**src/verilog/sref_pkg.sv**
```systemverilog
// package: register map, field layout, reset values and delay figures
package sref_pkg;
  // output, channel and register counts
  localparam int NREF = 7;
  localparam int NCLK = 8;
  localparam int NCH = 5;
  localparam int NREG = 9;
  // register byte offsets
  localparam logic [7:0] OFS_ROLE = 8'h00;
  localparam logic [7:0] OFS_REF_CTRL = 8'h04;
  localparam logic [7:0] OFS_REF_SWING = 8'h08;
  localparam logic [7:0] OFS_CLK_CTRL = 8'h0C;
  localparam logic [7:0] OFS_CLK_SWING = 8'h10;
  localparam logic [7:0] OFS_CLK_DLY_AD = 8'h14;
  localparam logic [7:0] OFS_DLY_E_GLB = 8'h18;
  localparam logic [7:0] OFS_REF_COARSE = 8'h1C;
  localparam logic [7:0] OFS_REF_FINE = 8'h20;
  localparam logic [7:0] OFS_STATUS = 8'h24;
  // field positions in OFS_ROLE
  localparam int F_FUNC_SEL = 0;
  localparam int F_BIAS_TYPE = 8;
  localparam int F_VCXO_ON = 9;
  localparam int F_VCXO_STYLE = 10;
  localparam int F_VCXO_SWING = 12;
  // field positions in OFS_REF_CTRL
  localparam int F_REF_EN = 0;
  localparam int F_REF_BIAS = 8;
  localparam int F_REF_STYLE = 16;
  localparam int F_REF_PD = 24;
  // field positions in OFS_CLK_CTRL
  localparam int F_CLK_EN = 0;
  localparam int F_CLK_PD = 8;
  localparam int F_CLK_STYLE = 16;
  localparam int F_CHAN_PD = 24;
  // field positions in OFS_DLY_E_GLB
  localparam int F_GLB_DLY = 8;
  // writable bits per register index
  localparam logic [31:0] WMASK [NREG] = '{32'h0000_377F, 32'h7F7F_7F7F,
    32'h0000_3FFF, 32'h1FFF_FFFF, 32'h0000_FFFF, 32'hFFFF_FFFF,
    32'h0000_FFFF, 32'h001F_FFFF, 32'h001F_FFFF};
  // reset values: swings at 500 mV code, everything else clear
  localparam logic [31:0] RST_VAL [NREG] = '{32'h0000_1000, 32'h0000_0000,
    32'h0000_1555, 32'h0000_0000, 32'h0000_5555, 32'h0000_0000,
    32'h0000_0000, 32'h0000_0000, 32'h0000_0000};
  // delay step sizes in ps
  localparam int VCO_PERIOD_PS = 254;
  localparam int COARSE_STEP_PS = 127;
  localparam int GLOBAL_STEP_PS = 509;
  localparam logic [7:0] FINE_PS [8] = '{8'h00, 8'h19, 8'h32, 8'h4B,
    8'h55, 8'h6E, 8'h87, 8'hA0};
  // output to channel maps
  localparam int REF_CH [NREF] = '{0, 0, 0, 1, 1, 2, 3};
  localparam int CLK_CH [NCLK] = '{0, 0, 1, 1, 2, 3, 4, 4};
  // types
  typedef enum logic [1:0] {EV_IDLE, EV_ACTIVE, EV_DONE} ev_state_t;
  typedef enum logic [2:0] {LINE_OFF, LINE_LOW, LINE_XPOINT, LINE_MID,
    LINE_ACTIVE} line_state_t;
  typedef logic [NREF-1:0] ref_vec_t;
  typedef logic [NCLK-1:0] clk_vec_t;
endpackage

```
**src/verilog/out_cfg_if.sv**
```systemverilog
// interface: settings of one output, from the register file to its controller
`timescale 1ns/1ps
`default_nettype none
interface out_cfg_if;
  logic power_down; // output (or channel) powered down
  logic enable; // output enable
  logic idle_bias; // midpoint bias while idle
  logic sysref_role; // 1 = sysref role
  logic [1:0] swing; // swing select
  logic style; // 0 lvds, 1 lvpecl
  modport src (output power_down, enable, idle_bias, sysref_role, swing, style);
  modport sink (input power_down, enable, idle_bias, sysref_role, swing, style);
endinterface
`default_nettype wire

```
**src/verilog/sysref_line_ctrl.sv**
```systemverilog
// module: line state of one reference output (sysref or clock role)
`timescale 1ns/1ps
`default_nettype none
module sysref_line_ctrl
  import sref_pkg::*;
(
  // clock and reset
  input wire logic hclk,
  input wire logic hresetn,
  // settings
  out_cfg_if.sink cfg,
  input wire logic bias_type,
  // activity sources
  input wire logic event_on,
  input wire logic pulse,
  input wire logic chan_clk,
  // line
  output logic sysref_out,
  output logic sysref_out_complement,
  output logic line_bias,
  output logic power_on,
  output logic [1:0] swing_out,
  output sref_pkg::line_state_t state
);
  // next line state: power-down first, then role, event, bias
  wire line_state_t st_nxt = cfg.power_down ? LINE_OFF :
    !cfg.sysref_role ? (cfg.enable ? LINE_ACTIVE : LINE_LOW) :
    (event_on && cfg.enable) ? LINE_ACTIVE :
    cfg.idle_bias ? LINE_MID :
    !cfg.enable ? LINE_LOW :
    bias_type ? LINE_XPOINT : LINE_LOW;
  // toggle source: generator pulses in sysref role, channel clock otherwise
  wire src = cfg.sysref_role ? pulse : chan_clk;
  // registered line levels
  always_ff @(posedge hclk or negedge hresetn)
  begin
    if (!hresetn)
    begin
      state <= LINE_OFF;
      sysref_out <= 1'b0;
      sysref_out_complement <= 1'b0;
      line_bias <= 1'b0;
      power_on <= 1'b0;
      swing_out <= 2'b00;
    end
    else
    begin
      state <= st_nxt;
      sysref_out <= (st_nxt == LINE_ACTIVE) & src;
      sysref_out_complement <= (st_nxt == LINE_LOW) | ((st_nxt == LINE_ACTIVE) & ~src);
      line_bias <= (st_nxt == LINE_MID) | (st_nxt == LINE_XPOINT);
      power_on <= (st_nxt != LINE_OFF);
      swing_out <= cfg.swing;
    end
  end
  a_pd_forces_off: assert property (@(posedge hclk) disable iff (!hresetn)
    cfg.power_down |=> !power_on && !sysref_out && !sysref_out_complement && !line_bias)
    else $error("powered-down output still active");
  a_disabled_low: assert property (@(posedge hclk) disable iff (!hresetn)
    (!cfg.power_down && cfg.sysref_role && !cfg.enable && !cfg.idle_bias)
    |=> sysref_out_complement && !sysref_out && !line_bias)
    else $error("disabled sysref output not at logic low");
  a_idle_xpoint: assert property (@(posedge hclk) disable iff (!hresetn)
    (!cfg.power_down && cfg.sysref_role && cfg.enable && !cfg.idle_bias && !event_on
    && bias_type) |=> line_bias && !sysref_out && !sysref_out_complement)
    else $error("idle sysref output not at cross-point");
endmodule // sysref_line_ctrl
`default_nettype wire

```
**src/verilog/clk_out_ctrl.sv**
```systemverilog
// module: power, enable and swing of one clock output
`timescale 1ns/1ps
`default_nettype none
module clk_out_ctrl
(
  // clock and reset
  input wire logic hclk,
  input wire logic hresetn,
  // settings
  out_cfg_if.sink cfg,
  input wire logic chan_pd,
  input wire logic src,
  // output
  output logic clock_out,
  output logic power_on,
  output logic [1:0] swing_out
);
  // off by its own bit or by its channel
  wire off = cfg.power_down | chan_pd;
  // registered output levels
  always_ff @(posedge hclk or negedge hresetn)
  begin
    if (!hresetn)
    begin
      clock_out <= 1'b0;
      power_on <= 1'b0;
      swing_out <= 2'b00;
    end
    else
    begin
      clock_out <= ~off & cfg.enable & src;
      power_on <= ~off;
      swing_out <= cfg.swing;
    end
  end
  a_clk_chan_off: assert property (@(posedge hclk) disable iff (!hresetn)
    (chan_pd || cfg.power_down) |=> !power_on && !clock_out)
    else $error("clock output on while powered down");
endmodule // clk_out_ctrl
`default_nettype wire

```
**src/verilog/sysref_output_ctrl.sv**
```systemverilog
// module: register file, event state machine and delay settings of the outputs
//
// Local design decisions: the register addresses and the AHB-Lite register port.
`timescale 1ns/1ps
`default_nettype none
// Function
// - sysref settings apply only to sysref-role outputs
// - power-down bit turns clock and clock-role outputs off unconditionally; sysref role follows channel power-down
// - per-output enable; disabled sysref output sits low unless idle bias is set
// - idle bias holds idle outputs at midpoint
// - state machine turns outputs on during event
// - power-down per channel and per clock output
// - independent swing select per output
// - bias type 0: static low around toggling
// - bias type 1: cross-point level around toggling
// - oscillator output on only when power-on set
// - clock and sysref delays set independently
// - clock delay 256 steps of one vco period
// - sysref coarse delay 8 vco-based steps
// - sysref fine delay eight-entry table
// - global sysref delay 256 double steps
module sysref_output_ctrl
(
  // clock and reset
  input wire logic hclk,
  input wire logic hresetn,
  // ahb-lite slave
  input wire logic hsel,
  input wire logic [31:0] haddr,
  input wire logic [1:0] htrans,
  input wire logic hwrite,
  input wire logic [2:0] hsize,
  input wire logic [31:0] hwdata,
  input wire logic hready,
  output logic hreadyout,
  output logic hresp,
  output logic [31:0] hrdata,
  // asynchronous activity pins
  input wire logic sysref_event,
  input wire logic sysref_pulse,
  input wire logic [4:0] chan_clk,
  input wire logic vcxo_clk,
  // reference outputs
  output sref_pkg::ref_vec_t sysref_out,
  output sref_pkg::ref_vec_t sysref_out_complement,
  output sref_pkg::ref_vec_t ref_line_bias,
  output sref_pkg::ref_vec_t ref_power_on,
  output logic [6:0][1:0] ref_swing,
  output logic [6:0][17:0] ref_delay_ps,
  // clock outputs
  output sref_pkg::clk_vec_t clock_out,
  output sref_pkg::clk_vec_t clock_power_on,
  output logic [7:0][1:0] clock_swing,
  output logic [4:0][15:0] clock_delay_ps,
  // oscillator-loop output
  output logic vcxo_clock_out,
  output logic vcxo_out_power_on,
  output logic [1:0] vcxo_swing,
  output logic vcxo_style,
  // event state
  output logic sysref_event_active
);
  import sref_pkg::*;

  logic [31:0] regs_r [NREG]; // configuration words
  logic [7:0] sync1_r; // first synchroniser stage
  logic [7:0] sync2_r; // second synchroniser stage
  logic ev_prev_r; // event level one cycle back
  ev_state_t ev_r; // event state
  ev_state_t ev_nxt;
  logic wr_pend_r; // write data phase pending
  logic [3:0] wr_idx_r; // index of pending write

  // bus address phase decode
  wire addr_phase = hsel & hready & htrans[1];
  wire [3:0] a_idx = haddr[5:2];
  wire a_mapped = (haddr[31:6] == 26'h0) && (a_idx <= OFS_STATUS[5:2]);
  wire a_write = addr_phase & hwrite & a_mapped & (a_idx != OFS_STATUS[5:2]);
  wire a_read = addr_phase & ~hwrite;

  // settings fields
  wire [31:0] r_role = regs_r[OFS_ROLE[5:2]];
  wire [31:0] r_ref = regs_r[OFS_REF_CTRL[5:2]];
  wire [31:0] r_clk = regs_r[OFS_CLK_CTRL[5:2]];
  wire [NREF-1:0] func_sel = r_role[F_FUNC_SEL +: NREF];
  wire bias_type = r_role[F_BIAS_TYPE];
  wire [NCH-1:0] chan_pd = r_clk[F_CHAN_PD +: NCH];
  wire [39:0] clk_dly = {regs_r[OFS_DLY_E_GLB[5:2]][7:0], regs_r[OFS_CLK_DLY_AD[5:2]]};
  wire [7:0] glb_dly = regs_r[OFS_DLY_E_GLB[5:2]][F_GLB_DLY +: 8];

  // synchronised pin levels
  wire ev_s = sync2_r[0];
  wire pulse_s = sync2_r[1];
  wire [4:0] chan_clk_s = sync2_r[6:2];
  wire vcxo_s = sync2_r[7];

  // event state machine: start on rising level, done on falling
  assign ev_nxt = (ev_r == EV_IDLE && ev_s && !ev_prev_r) ? EV_ACTIVE :
    (ev_r == EV_ACTIVE && !ev_s) ? EV_DONE :
    (ev_r == EV_DONE) ? EV_IDLE : ev_r;
  wire event_on = (ev_r == EV_ACTIVE);

  // status word
  wire [31:0] status = {8'h00, clock_power_on, 1'b0, ref_power_on, 6'h00,
    ev_r == EV_DONE, event_on};
  // read word, forwarding a write still in its data phase
  wire [31:0] rd_word = (a_idx == OFS_STATUS[5:2]) ? status :
    (wr_pend_r && wr_idx_r == a_idx) ? (hwdata & WMASK[a_idx]) :
    a_mapped ? regs_r[a_idx] : 32'h0000_0000;

  // zero-wait, always-okay slave
  assign hreadyout = 1'b1;
  assign hresp = 1'b0;

  // pin synchronisers
  always_ff @(posedge hclk or negedge hresetn)
  begin
    if (!hresetn)
    begin
      sync1_r <= 8'h00;
      sync2_r <= 8'h00;
    end
    else
    begin
      sync1_r <= {vcxo_clk, chan_clk, sysref_pulse, sysref_event};
      sync2_r <= sync1_r;
    end
  end

  // event state register
  always_ff @(posedge hclk or negedge hresetn)
  begin
    if (!hresetn)
    begin
      ev_r <= EV_IDLE;
      ev_prev_r <= 1'b0;
      sysref_event_active <= 1'b0;
    end
    else
    begin
      ev_r <= ev_nxt;
      ev_prev_r <= ev_s;
      sysref_event_active <= (ev_nxt == EV_ACTIVE);
    end
  end

  // bus phase tracking and read data
  always_ff @(posedge hclk or negedge hresetn)
  begin
    if (!hresetn)
    begin
      wr_pend_r <= 1'b0;
      wr_idx_r <= 4'h0;
      hrdata <= 32'h0000_0000;
    end
    else
    begin
      wr_pend_r <= a_write;
      wr_idx_r <= a_idx;
      if (a_read)
      begin
        hrdata <= rd_word;
      end
    end
  end

  // configuration words: written at the end of the data phase
  always_ff @(posedge hclk or negedge hresetn)
  begin
    if (!hresetn)
    begin
      regs_r <= RST_VAL;
    end
    else if (wr_pend_r)
    begin
      regs_r[wr_idx_r] <= hwdata & WMASK[wr_idx_r];
    end
  end

  // oscillator-loop output
  always_ff @(posedge hclk or negedge hresetn)
  begin
    if (!hresetn)
    begin
      vcxo_clock_out <= 1'b0;
      vcxo_out_power_on <= 1'b0;
      vcxo_swing <= 2'b00;
      vcxo_style <= 1'b0;
    end
    else
    begin
      vcxo_out_power_on <= r_role[F_VCXO_ON];
      vcxo_clock_out <= r_role[F_VCXO_ON] & vcxo_s;
      vcxo_swing <= r_role[F_VCXO_SWING +: 2];
      vcxo_style <= r_role[F_VCXO_STYLE];
    end
  end

  // clock delay per channel, one vco period a step
  for (genvar c = 0; c < NCH; c++)
  begin : g_chan
    wire [15:0] cd_nxt = 16'(clk_dly[8*c +: 8] * VCO_PERIOD_PS);
    always_ff @(posedge hclk or negedge hresetn)
    begin
      if (!hresetn)
      begin
        clock_delay_ps[c] <= 16'h0000;
      end
      else
      begin
        clock_delay_ps[c] <= cd_nxt;
      end
    end
  end

  // reference outputs
  for (genvar r = 0; r < NREF; r++)
  begin : g_ref
    out_cfg_if cfg ();
    // sysref role is powered per channel, clock role per output
    assign cfg.power_down = func_sel[r] ? chan_pd[REF_CH[r]] : r_ref[F_REF_PD + r];
    assign cfg.enable = r_ref[F_REF_EN + r];
    assign cfg.idle_bias = r_ref[F_REF_BIAS + r];
    assign cfg.sysref_role = func_sel[r];
    assign cfg.swing = regs_r[OFS_REF_SWING[5:2]][2*r +: 2];
    assign cfg.style = r_ref[F_REF_STYLE + r];
    wire [2:0] coarse = regs_r[OFS_REF_COARSE[5:2]][3*r +: 3];
    wire [2:0] fine = regs_r[OFS_REF_FINE[5:2]][3*r +: 3];
    // sysref path sums global, coarse and fine; clock role follows channel
    wire [17:0] rd_nxt = func_sel[r] ?
      18'(glb_dly * GLOBAL_STEP_PS + coarse * COARSE_STEP_PS + FINE_PS[fine]) :
      18'(clk_dly[8*REF_CH[r] +: 8] * VCO_PERIOD_PS);
    always_ff @(posedge hclk or negedge hresetn)
    begin
      if (!hresetn)
      begin
        ref_delay_ps[r] <= 18'h0_0000;
      end
      else
      begin
        ref_delay_ps[r] <= rd_nxt;
      end
    end
    sysref_line_ctrl u_line (
      .hclk(hclk),
      .hresetn(hresetn),
      .cfg(cfg),
      .bias_type(bias_type),
      .event_on(event_on),
      .pulse(pulse_s),
      .chan_clk(chan_clk_s[REF_CH[r]]),
      .sysref_out(sysref_out[r]),
      .sysref_out_complement(sysref_out_complement[r]),
      .line_bias(ref_line_bias[r]),
      .power_on(ref_power_on[r]),
      .swing_out(ref_swing[r]),
      .state()
    );
  end

  // clock outputs
  for (genvar k = 0; k < NCLK; k++)
  begin : g_clk
    out_cfg_if cfg ();
    assign cfg.power_down = r_clk[F_CLK_PD + k];
    assign cfg.enable = r_clk[F_CLK_EN + k];
    assign cfg.idle_bias = 1'b0;
    assign cfg.sysref_role = 1'b0;
    assign cfg.swing = regs_r[OFS_CLK_SWING[5:2]][2*k +: 2];
    assign cfg.style = r_clk[F_CLK_STYLE + k];
    clk_out_ctrl u_clk (
      .hclk(hclk),
      .hresetn(hresetn),
      .cfg(cfg),
      .chan_pd(chan_pd[CLK_CH[k]]),
      .src(chan_clk_s[CLK_CH[k]]),
      .clock_out(clock_out[k]),
      .power_on(clock_power_on[k]),
      .swing_out(clock_swing[k])
    );
  end

  a_event_start: assert property (@(posedge hclk) disable iff (!hresetn)
    (ev_r == EV_IDLE && ev_s && !ev_prev_r) |=> event_on ##0 sysref_event_active)
    else $error("event did not start");
  a_event_end: assert property (@(posedge hclk) disable iff (!hresetn)
    (event_on && !ev_s) |=> (ev_r == EV_DONE) ##1 (ev_r == EV_IDLE))
    else $error("event did not complete");
  a_write_lands: assert property (@(posedge hclk) disable iff (!hresetn)
    a_write |=> ##1 (regs_r[$past(a_idx, 2)] == ($past(hwdata) & WMASK[$past(a_idx, 2)])))
    else $error("register write lost");
  a_vcxo_power: assert property (@(posedge hclk) disable iff (!hresetn)
    !r_role[F_VCXO_ON] |=> !vcxo_out_power_on && !vcxo_clock_out)
    else $error("oscillator output on while power-on clear");
  a_clk_delay: assert property (@(posedge hclk) disable iff (!hresetn)
    1'b1 |=> clock_delay_ps[4] == 16'($past(clk_dly[39:32]) * 254))
    else $error("clock delay step wrong");
  a_fine_table: assert property (@(posedge hclk) disable iff (!hresetn)
    (func_sel[0] && glb_dly == 8'h00 && regs_r[OFS_REF_COARSE[5:2]][2:0] == 3'h0
    && regs_r[OFS_REF_FINE[5:2]][2:0] == 3'h4) |=> ref_delay_ps[0] == 18'd85)
    else $error("fine delay code 4 not 85 ps");
  a_global_delay: assert property (@(posedge hclk) disable iff (!hresetn)
    (func_sel[6] && regs_r[OFS_REF_COARSE[5:2]][20:18] == 3'h1
    && regs_r[OFS_REF_FINE[5:2]][20:18] == 3'h0)
    |=> ref_delay_ps[6] == 18'($past(glb_dly) * 509 + 127))
    else $error("global plus coarse delay wrong");
endmodule // sysref_output_ctrl
`default_nettype wire

```
**config.mk**
```make
export PLATFORM = sky130hd
export DESIGN_NAME = sysref_output_ctrl
export DESIGN_NICKNAME = d
export VERILOG_FILES = /design/src/verilog/sref_pkg.sv /design/src/verilog/out_cfg_if.sv /design/src/verilog/sysref_line_ctrl.sv /design/src/verilog/clk_out_ctrl.sv /design/src/verilog/sysref_output_ctrl.sv
export SDC_FILE = /design/constraint.sdc
export NUM_CORES = 2
export LEC_CHECK = 0
export ABC_AREA = 1
export BUFFER_PORTS_ARGS = -buffer_cell sky130_fd_sc_hd__buf_2
export CAP_MARGIN = 30
export CORE_MARGIN = 4
export CORE_UTILIZATION = 39
export CTS_BUF_LIST = sky130_fd_sc_hd__clkbuf_8 sky130_fd_sc_hd__clkbuf_16
export CTS_CLUSTER_SIZE = 12
export DETAILED_ROUTE_END_ITERATION = 10
export SYNTH_ARGS = -nofsm -noshare
export SYNTH_HDL_FRONTEND = slang
export SYNTH_SLANG_ARGS = --single-unit
```
**constraint.sdc**
```tcl
create_clock -name hclk -period 6.7 [get_ports hclk]
set_clock_uncertainty 0.1 [all_clocks]
set_input_delay 1.34 -clock hclk [delete_from_list [all_inputs] [get_ports hclk]]
set_output_delay 1.34 -clock hclk [all_outputs]
set_load 0.005 [all_outputs]
```
# Word level (Yosys, flattened, before mapping)
# Memory sizes are Yosys's and may differ from the RTL's.
# Cells that the tools add are included.
word_totals:
  wordCells: 377
  regBits: 625
  mem_count: 9
  input_bits: 82
  out_inout_bits: 320
  mem_bits_ro: 1472
memory_table:
  columns: ["name", "words", "width", "rd", "rd_clocked_by_memory_dff", "wr", "line_no", "text"]
  rows:
  - ["(name not given)", 16, 32, 1, 0, 0, "sysref_output_ctrl.sv:176", "regs_r[wr_idx_r] <= hwdata & WMASK[wr_idx_r];"]
  - ["(name not given)", 16, 32, 1, 0, 0, "sysref_output_ctrl.sv:108", "(wr_pend_r && wr_idx_r == a_idx) ? (hwdata & WMASK[a_idx]) :"]
  - ["(name not given)", 8, 8, 1, 0, 0, "sysref_output_ctrl.sv:231", "18'(glb_dly * GLOBAL_STEP_PS + coarse * COARSE_STEP_PS + FINE_PS[fine]) :"]
  - ["(name not given)", 8, 8, 1, 0, 0, "sysref_output_ctrl.sv:231", null]
  - ["(name not given)", 8, 8, 1, 0, 0, "sysref_output_ctrl.sv:231", null]
  - ["(name not given)", 8, 8, 1, 0, 0, "sysref_output_ctrl.sv:231", null]
  - ["+3 memories", null, null, null, null, null, null, null]
op_classes:
  addsub: 14
  n_bitwise: 86
  n_reduce_logical: 24
  n_eq_ne: 34
  mux: 94
  n_lt_le_gt_ge: 11
  multipliers: 13
op_table:
  columns: ["cell", "n"]
  rows:
  - ["two-way mux 32 bit", 10]
  - ["bitwise mux 288 bit", 1]
  - ["binary-select mux 32 bit (select 4 bit)", 1]
  - ["demux 32 bit (select 4 bit)", 1]
  - ["adder 17 x 10 -> 18 bit", 7]
  - ["adder 18 x 8 -> 18 bit", 7]
  - ["two-way mux 18 bit", 7]
  - ["two-way mux 3 bit", 42]
  - ["two-way mux 8 bit", 14]
  - ["multiplier 8 x 7 -> 15 bit, second input constant", 5]
  - ["multiplier 3 x 7 -> 10 bit, second input constant", 7]
  - ["bitwise AND 32 bit", 2]
  - ["equality test 3 x 2 -> 1 bit, second input constant", 14]
  - ["bitwise AND 1 bit", 37]
  - [">= comparator 4 bit, second input constant", 7]
  - ["NOT 3 -> 4 bit", 7]
  - ["zero test 26 bit", 1]
  - ["OR 1 bit", 22]
  - ["equality test 3 x 1 -> 1 bit, second input constant", 7]
  - ["equality test 3 bit, second input constant", 7]
  - ["nonzero test 3 bit", 7]
  - ["multiplier 8 x 9 -> 17 bit, second input constant", 1]
  - ["NOT 1 bit", 16]
  - ["two-way mux 1 bit", 14]
  - ["other kinds (13)", 32]

# Longest topological paths before layout
logic_depth:
  word_depth: 9
  depth_mapped: 29
  depth_no_buf: 28

# Modules after synthesis
# From an unflattened synthesis, not the netlist that was laid out.
unflattened:
  cells_unflattened: 4658
  area_unflattened_um2: 41142.0
by_module_without_submodules:
  columns: ["mod", "area_per_inst_um2", "seq_area_each_um2", "n_inst", "cells_per_inst"]
  rows:
  - ["sysref_output_ctrl", 37747.5, 13808.2, 1, 4354]
  - ["sysref_line_ctrl", 339.1, 225.2, 7, 32]
  - ["clk_out_ctrl", 127.6, 100.1, 8, 10]

# Worst setup path after synthesis
# Ideal clock, no wire load.
synth_path:
  kind: "reg2reg"
  startpoint: "reg regs_r (netlist bit glb_dly[2])"
  endpoint: "reg ref_delay_ps[50] in the netlist's numbering"
  path_slack_ns: 1.089
  t_required_ns: 6.483
  synth_period_minus_slack_ns: 5.611
  path_buffers: 0
  setup_ns: 0.117
  path_stages_with_launch: 24
  t_arrival_ns: 5.393
  path_cell_list: "dfrtp_1 inv_1 fa_1 inv_1 ha_1 inv_1 fa_1 fa_1 inv_1 ha_1 inv_1 nand2_1 and2_1 xor2_1 fa_1 ha_1 nand2_1 nor2_1 nand3_1 and3_1 a21oi_2 nand3_1 nand3_1 nand2_1"
synth_between:
  elab_chain_cells: 4
synth_rtl:
  columns: ["item", "line_no", "text"]
  rows:
  - ["from (decl)", "sysref_output_ctrl.sv:65", "logic [31:0] regs_r [NREG];"]
  - ["from (signal, indexed assignment)", "sysref_output_ctrl.sv:176", null]
  - ["multiplier 8 x 9 -> 17 bit", "sysref_output_ctrl.sv:231", null]
  - ["adder 17 x 10 -> 18 bit", "sysref_output_ctrl.sv:231", null]
  - ["adder 18 x 8 -> 18 bit", "sysref_output_ctrl.sv:231", null]
  - ["two-way mux 18 bit", "sysref_output_ctrl.sv:230", "wire [17:0] rd_nxt = func_sel[r] ?"]
  - ["named net g_ref[2].rd_nxt[14]", "sysref_output_ctrl.sv:230", null]
  - ["to (signal, indexed assignment)", "sysref_output_ctrl.sv:241", "ref_delay_ps[r] <= rd_nxt;"]
  - ["to (decl)", "sysref_output_ctrl.sv:49", "output logic [6:0][17:0] ref_delay_ps,"]
# The timed path passes the listed nets, and every way through them passes these cells.
# A chain may end at the register's enable or synchronous reset.

# Worst setup path in the final report
layout_path:
  startpoint: "reg regs_r (netlist bit glb_dly[2])"
  endpoint: "reg ref_delay_ps[122] in the netlist's numbering"
layout_between:
  elab_chain_cells: 4
layout_rtl:
  columns: ["item", "line_no"]
  rows:
  - ["multiplier 8 x 9 -> 17 bit", "sysref_output_ctrl.sv:231"]
  - ["adder 17 x 10 -> 18 bit", "sysref_output_ctrl.sv:231"]
  - ["adder 18 x 8 -> 18 bit", "sysref_output_ctrl.sv:231"]
  - ["two-way mux 18 bit", "sysref_output_ctrl.sv:230"]
  - ["named net g_ref[6].rd_nxt[14]", "sysref_output_ctrl.sv:230"]
# The timed path passes the listed nets, and every way through them passes these cells.

==> impl_metrics.ini <==
[run_status]
status = finished clean

[timing]
tightest_slew_ns = 1.07
tns_ns = 0
period_needed_ns = 6.04
rsz0062_at_grt = false
finalHoldViolCount = 0
min_period_over_period_pct = 90.2
fmax_mhz = 165
relSlewSlack_pct = 28.8
slew_violations = 0
setup_viol = 0

[job]
max_cap_viol_count = 0

[die]
die-area_sq_mm = 0.110
core_sq_mm = 0.103
start_util_pct = 39.3
rows = 118
die_x_microns = 331
die_y_microns = 331
ios = 402

[placed_design]
gp_congestion = 0.941
placed_cells = 6209
dp_hpwl_microns = 103000
place_area_sq_mm = 0.0438
io_buffer_count = 388

[routing]
first_pass_iters = 6
drcViolationCount = 0
ant_nets = 0
vias_per_cell = 5.13
initialDrtViolationCount = 2974
wl_per_cell_microns = 21.0
wirelength_microns = 133000
vias = 32600

[power]
leakagePower_nw = 23.7
seqPwrFrac_pct = 46.8
p_per_area_mw_per_mm2 = 176
combPwrFrac_pct = 4.4
p_int_mw = 6.13
ir_worst_vdd_v = 0.000169
clkPwrFrac_pct = 48.8
power_mw = 8.12
swShare_pct = 24.5
power.switching_mw = 1.99

[synth]
postSynthCellCount = 4594
avgSynthCellArea_sq_um = 8.86
synth_area_leaders = dfrtp_1 37%, fa_1 12%, ha_1 10%
yosys.cell_types.count = 56
yosysTopAreaCell = dfrtp_1
ys_seq_elements = 625
yosysWarnings = 0
yosys.area.top_type_share_pct = 37.5
syn_area_sq_mm = 0.0407
synth_seq_area_share_pct = 38.5

[setup_path]
endpoint = ref_delay_ps[122]
cp_data_required_time_ns = 7.17
arrival_ns = 6.52
rr_endpoint = ref_delay_ps[122]
reg2reg_depth = 26
critPathCaptureType = register
critPathKind = reg2reg
setup.worst_path.start = glb_dly[2]
worst-path-max-fanout = 7
r2r_setup_slack_ns = 0.66
r2r_start = glb_dly[2]
cp-start-kind = register

[clocking]
cts_inserted_buffers = 74
path_clk_slew_ns = 0.06
clock_sinks = 625
clockBufferDepth = 3
post_cts_resized = 0
cts-hold-fix-buffers = 0
cts_setup_buffers = 0
clockRootBuffer = clkbuf_16
cts_tree = yes
insertion_delay_ns = 0.65
cts-htree-levels = 3

[layout]
layout_commonest_cell = nand2_1
syn_to_final_growth_pct = 13.5
finalNetCount = 5572
fin_area_sq_mm = 0.0462
nFillCells = 10100
drive_gt1_share_pct = 13.0
most-common-layout-cells = 871 x nand2_1, 716 x inv_1, 609 x dfrtp_1, 396 x o21ai_0, 386 x buf_2
fin_cells = 6349

[grt]
grt_antenna_before_repair = 15
grt_pass1_vias = 31200
grt_max_degree = 159
overflow = 0
grt_first_pass_wirelength_microns = 199000
grt_usage_pct = 24.2

[hold_path]
hold_class = reg2reg
-- synthesized netlist by cell type, drive strengths merged --
library cell,number
o21a,7
nand4,21
fa,244
mux2,9
o221ai,35
nand3b,2
dfstp,16
a21o,8
a31oi,17
clkinv,7
or2,18
nor2,280
o21ai,415
inv,706
a21oi,269
o22ai,17
a21boi,1
and2,3
and3,10
dfrtp,609
o31ai,3
o211ai,21
mux2i,7
clkbuf,105
nor3b,3
nor4,3
nand2,891
a211oi,3
nor3,27
o41ai,3
conb,2
a221oi,16
xnor2,38
o2111ai,8
nand3,228
xor2,77
buf,102
o21bai,22
ha,341
-- critical path, cell delays in order (launching register included) --
cell and delay [ns]:
dfrtp_1 0.41, inv_1 0.10, fa_1 0.63, inv_1 0.14, ha_1 0.29, inv_1 0.05, fa_1 0.39, fa_1 0.51
inv_1 0.04, ha_1 0.41, nand2_1 0.08, nand2_1 0.10, inv_1 0.05, nand3_2 0.06, and2_1 0.54, xor2_1 0.16
ha_1 0.31, ha_1 0.36, nand2_1 0.09, nor2_1 0.12, nand3_1 0.08, and3_1 0.27, nand2_1 0.10, nand3_1 0.08
o21ai_0 0.18, nand3_1 0.19, nand2_1 0.12
-- area by class of cell --
cell class | count | area, sq um | share of cell area (%)
clock buffer | 89 | 2080 | 4.50
clock inverter | 43 | 298 | 0.645
multi-input combinational | 3054 | 21300 | 46.2
antenna | 8 | 20.0 | 0.0433
inverter | 713 | 2680 | 5.80
tap | 1380 | 1730 | 3.74
timing repair buffer | 437 | 2390 | 5.18
sequential | 625 | 15700 | 33.9
-- worst min-delay path by stage --
stage / startpoint / end / slack, ns / depth (start not counted)
after floorplan: sync1_r[0] / sync2_r[0] / 0.23 / 0
after global placement: sync1_r[7] / sync2_r[7] / 0.24 / 0
after detailed placement: sync1_r[6] / sync2_r[6] / 0.24 / 0
after CTS: sync1_r[0] / sync2_r[0] / 0.25 / 0
after global routing: sync1_r[0] / sync2_r[0] / 0.25 / 0
final: sync1_r[0] / sync2_r[0] / 0.25 / 0
-- cell families (layout without fill, tap and decap cells) --
group	count (synthesis)	in the layout	synth area share [%]
AOI/OAI and AO/OA	845	845	11.5
xor gates and xnor gates	115	115	2.49
adders and majority gates	585	585	22.5
buffers and inverters	920	1282	9.20
DFF	625	625	38.5
muxes	16	16	0.421
other	2	15	0.0185
and+or+nand+nor	1486	1486	15.3
-- power by group through the flow --
stage | Combinational [mW] | Sequential [mW] | Clock [mW]
6_report | 0.354 | 3.80 | 3.97
5_1_grt | 0.391 | 3.80 | 4.21
4_1_cts | 0.355 | 3.80 | 4.07
3_5_place_dp | 0.354 | 3.87 | 0
3_3_place_gp | 0.351 | 3.87 | 0
2_1_floorplan | 0.144 | 3.87 | 0
-- sequential cells by signal (all words and copies together), names as in the netlist, 8 cells and up --
register / count
hrdata: 32
g_ref.fine: 21
r_clk: 32
clk_dly: 40
glb_dly: 8
g_clk.cfg.swing: 16
g_ref.coarse: 21
g_clk.u_clk.power_on: 8
ref_delay_ps: 126
regs_r: 72
r_ref: 32
g_clk.u_clk.swing_out: 16
sync1_r: 8
g_ref.cfg.swing: 14
sync2_r: 8
g_ref.u_line.swing_out: 14
clock_delay_ps: 75
r_role: 32
g_clk.u_clk.clock_out: 8
-- stage by stage --
step                      utilization (%)  worst slack, ns  hold WS [ns]
after floorplan                         -             1.09         0.231
after global placement               42.3            0.368         0.236
after detailed placement             42.3            0.650         0.236
after CTS                            44.6            0.620         0.250
after global routing                 44.6            0.196         0.254
final                                44.6            0.657         0.249
-- routing by layer --
| metal | share of wire (%) | global-route usage [%] | vias to the layer above |
|---|---|---|---|
| met1 | 45 | 34.7 | 15700 |
| met4 | 3.4 | 8.17 | 4 |
| met5 | 0.022 | 0 | - |
| li1 | - | - | 15300 |
| met3 | 8.1 | 4.40 | 218 |
| met2 | 44 | 37.0 | 1295 |
Note: power is estimated with default switching activity, not from simulation.
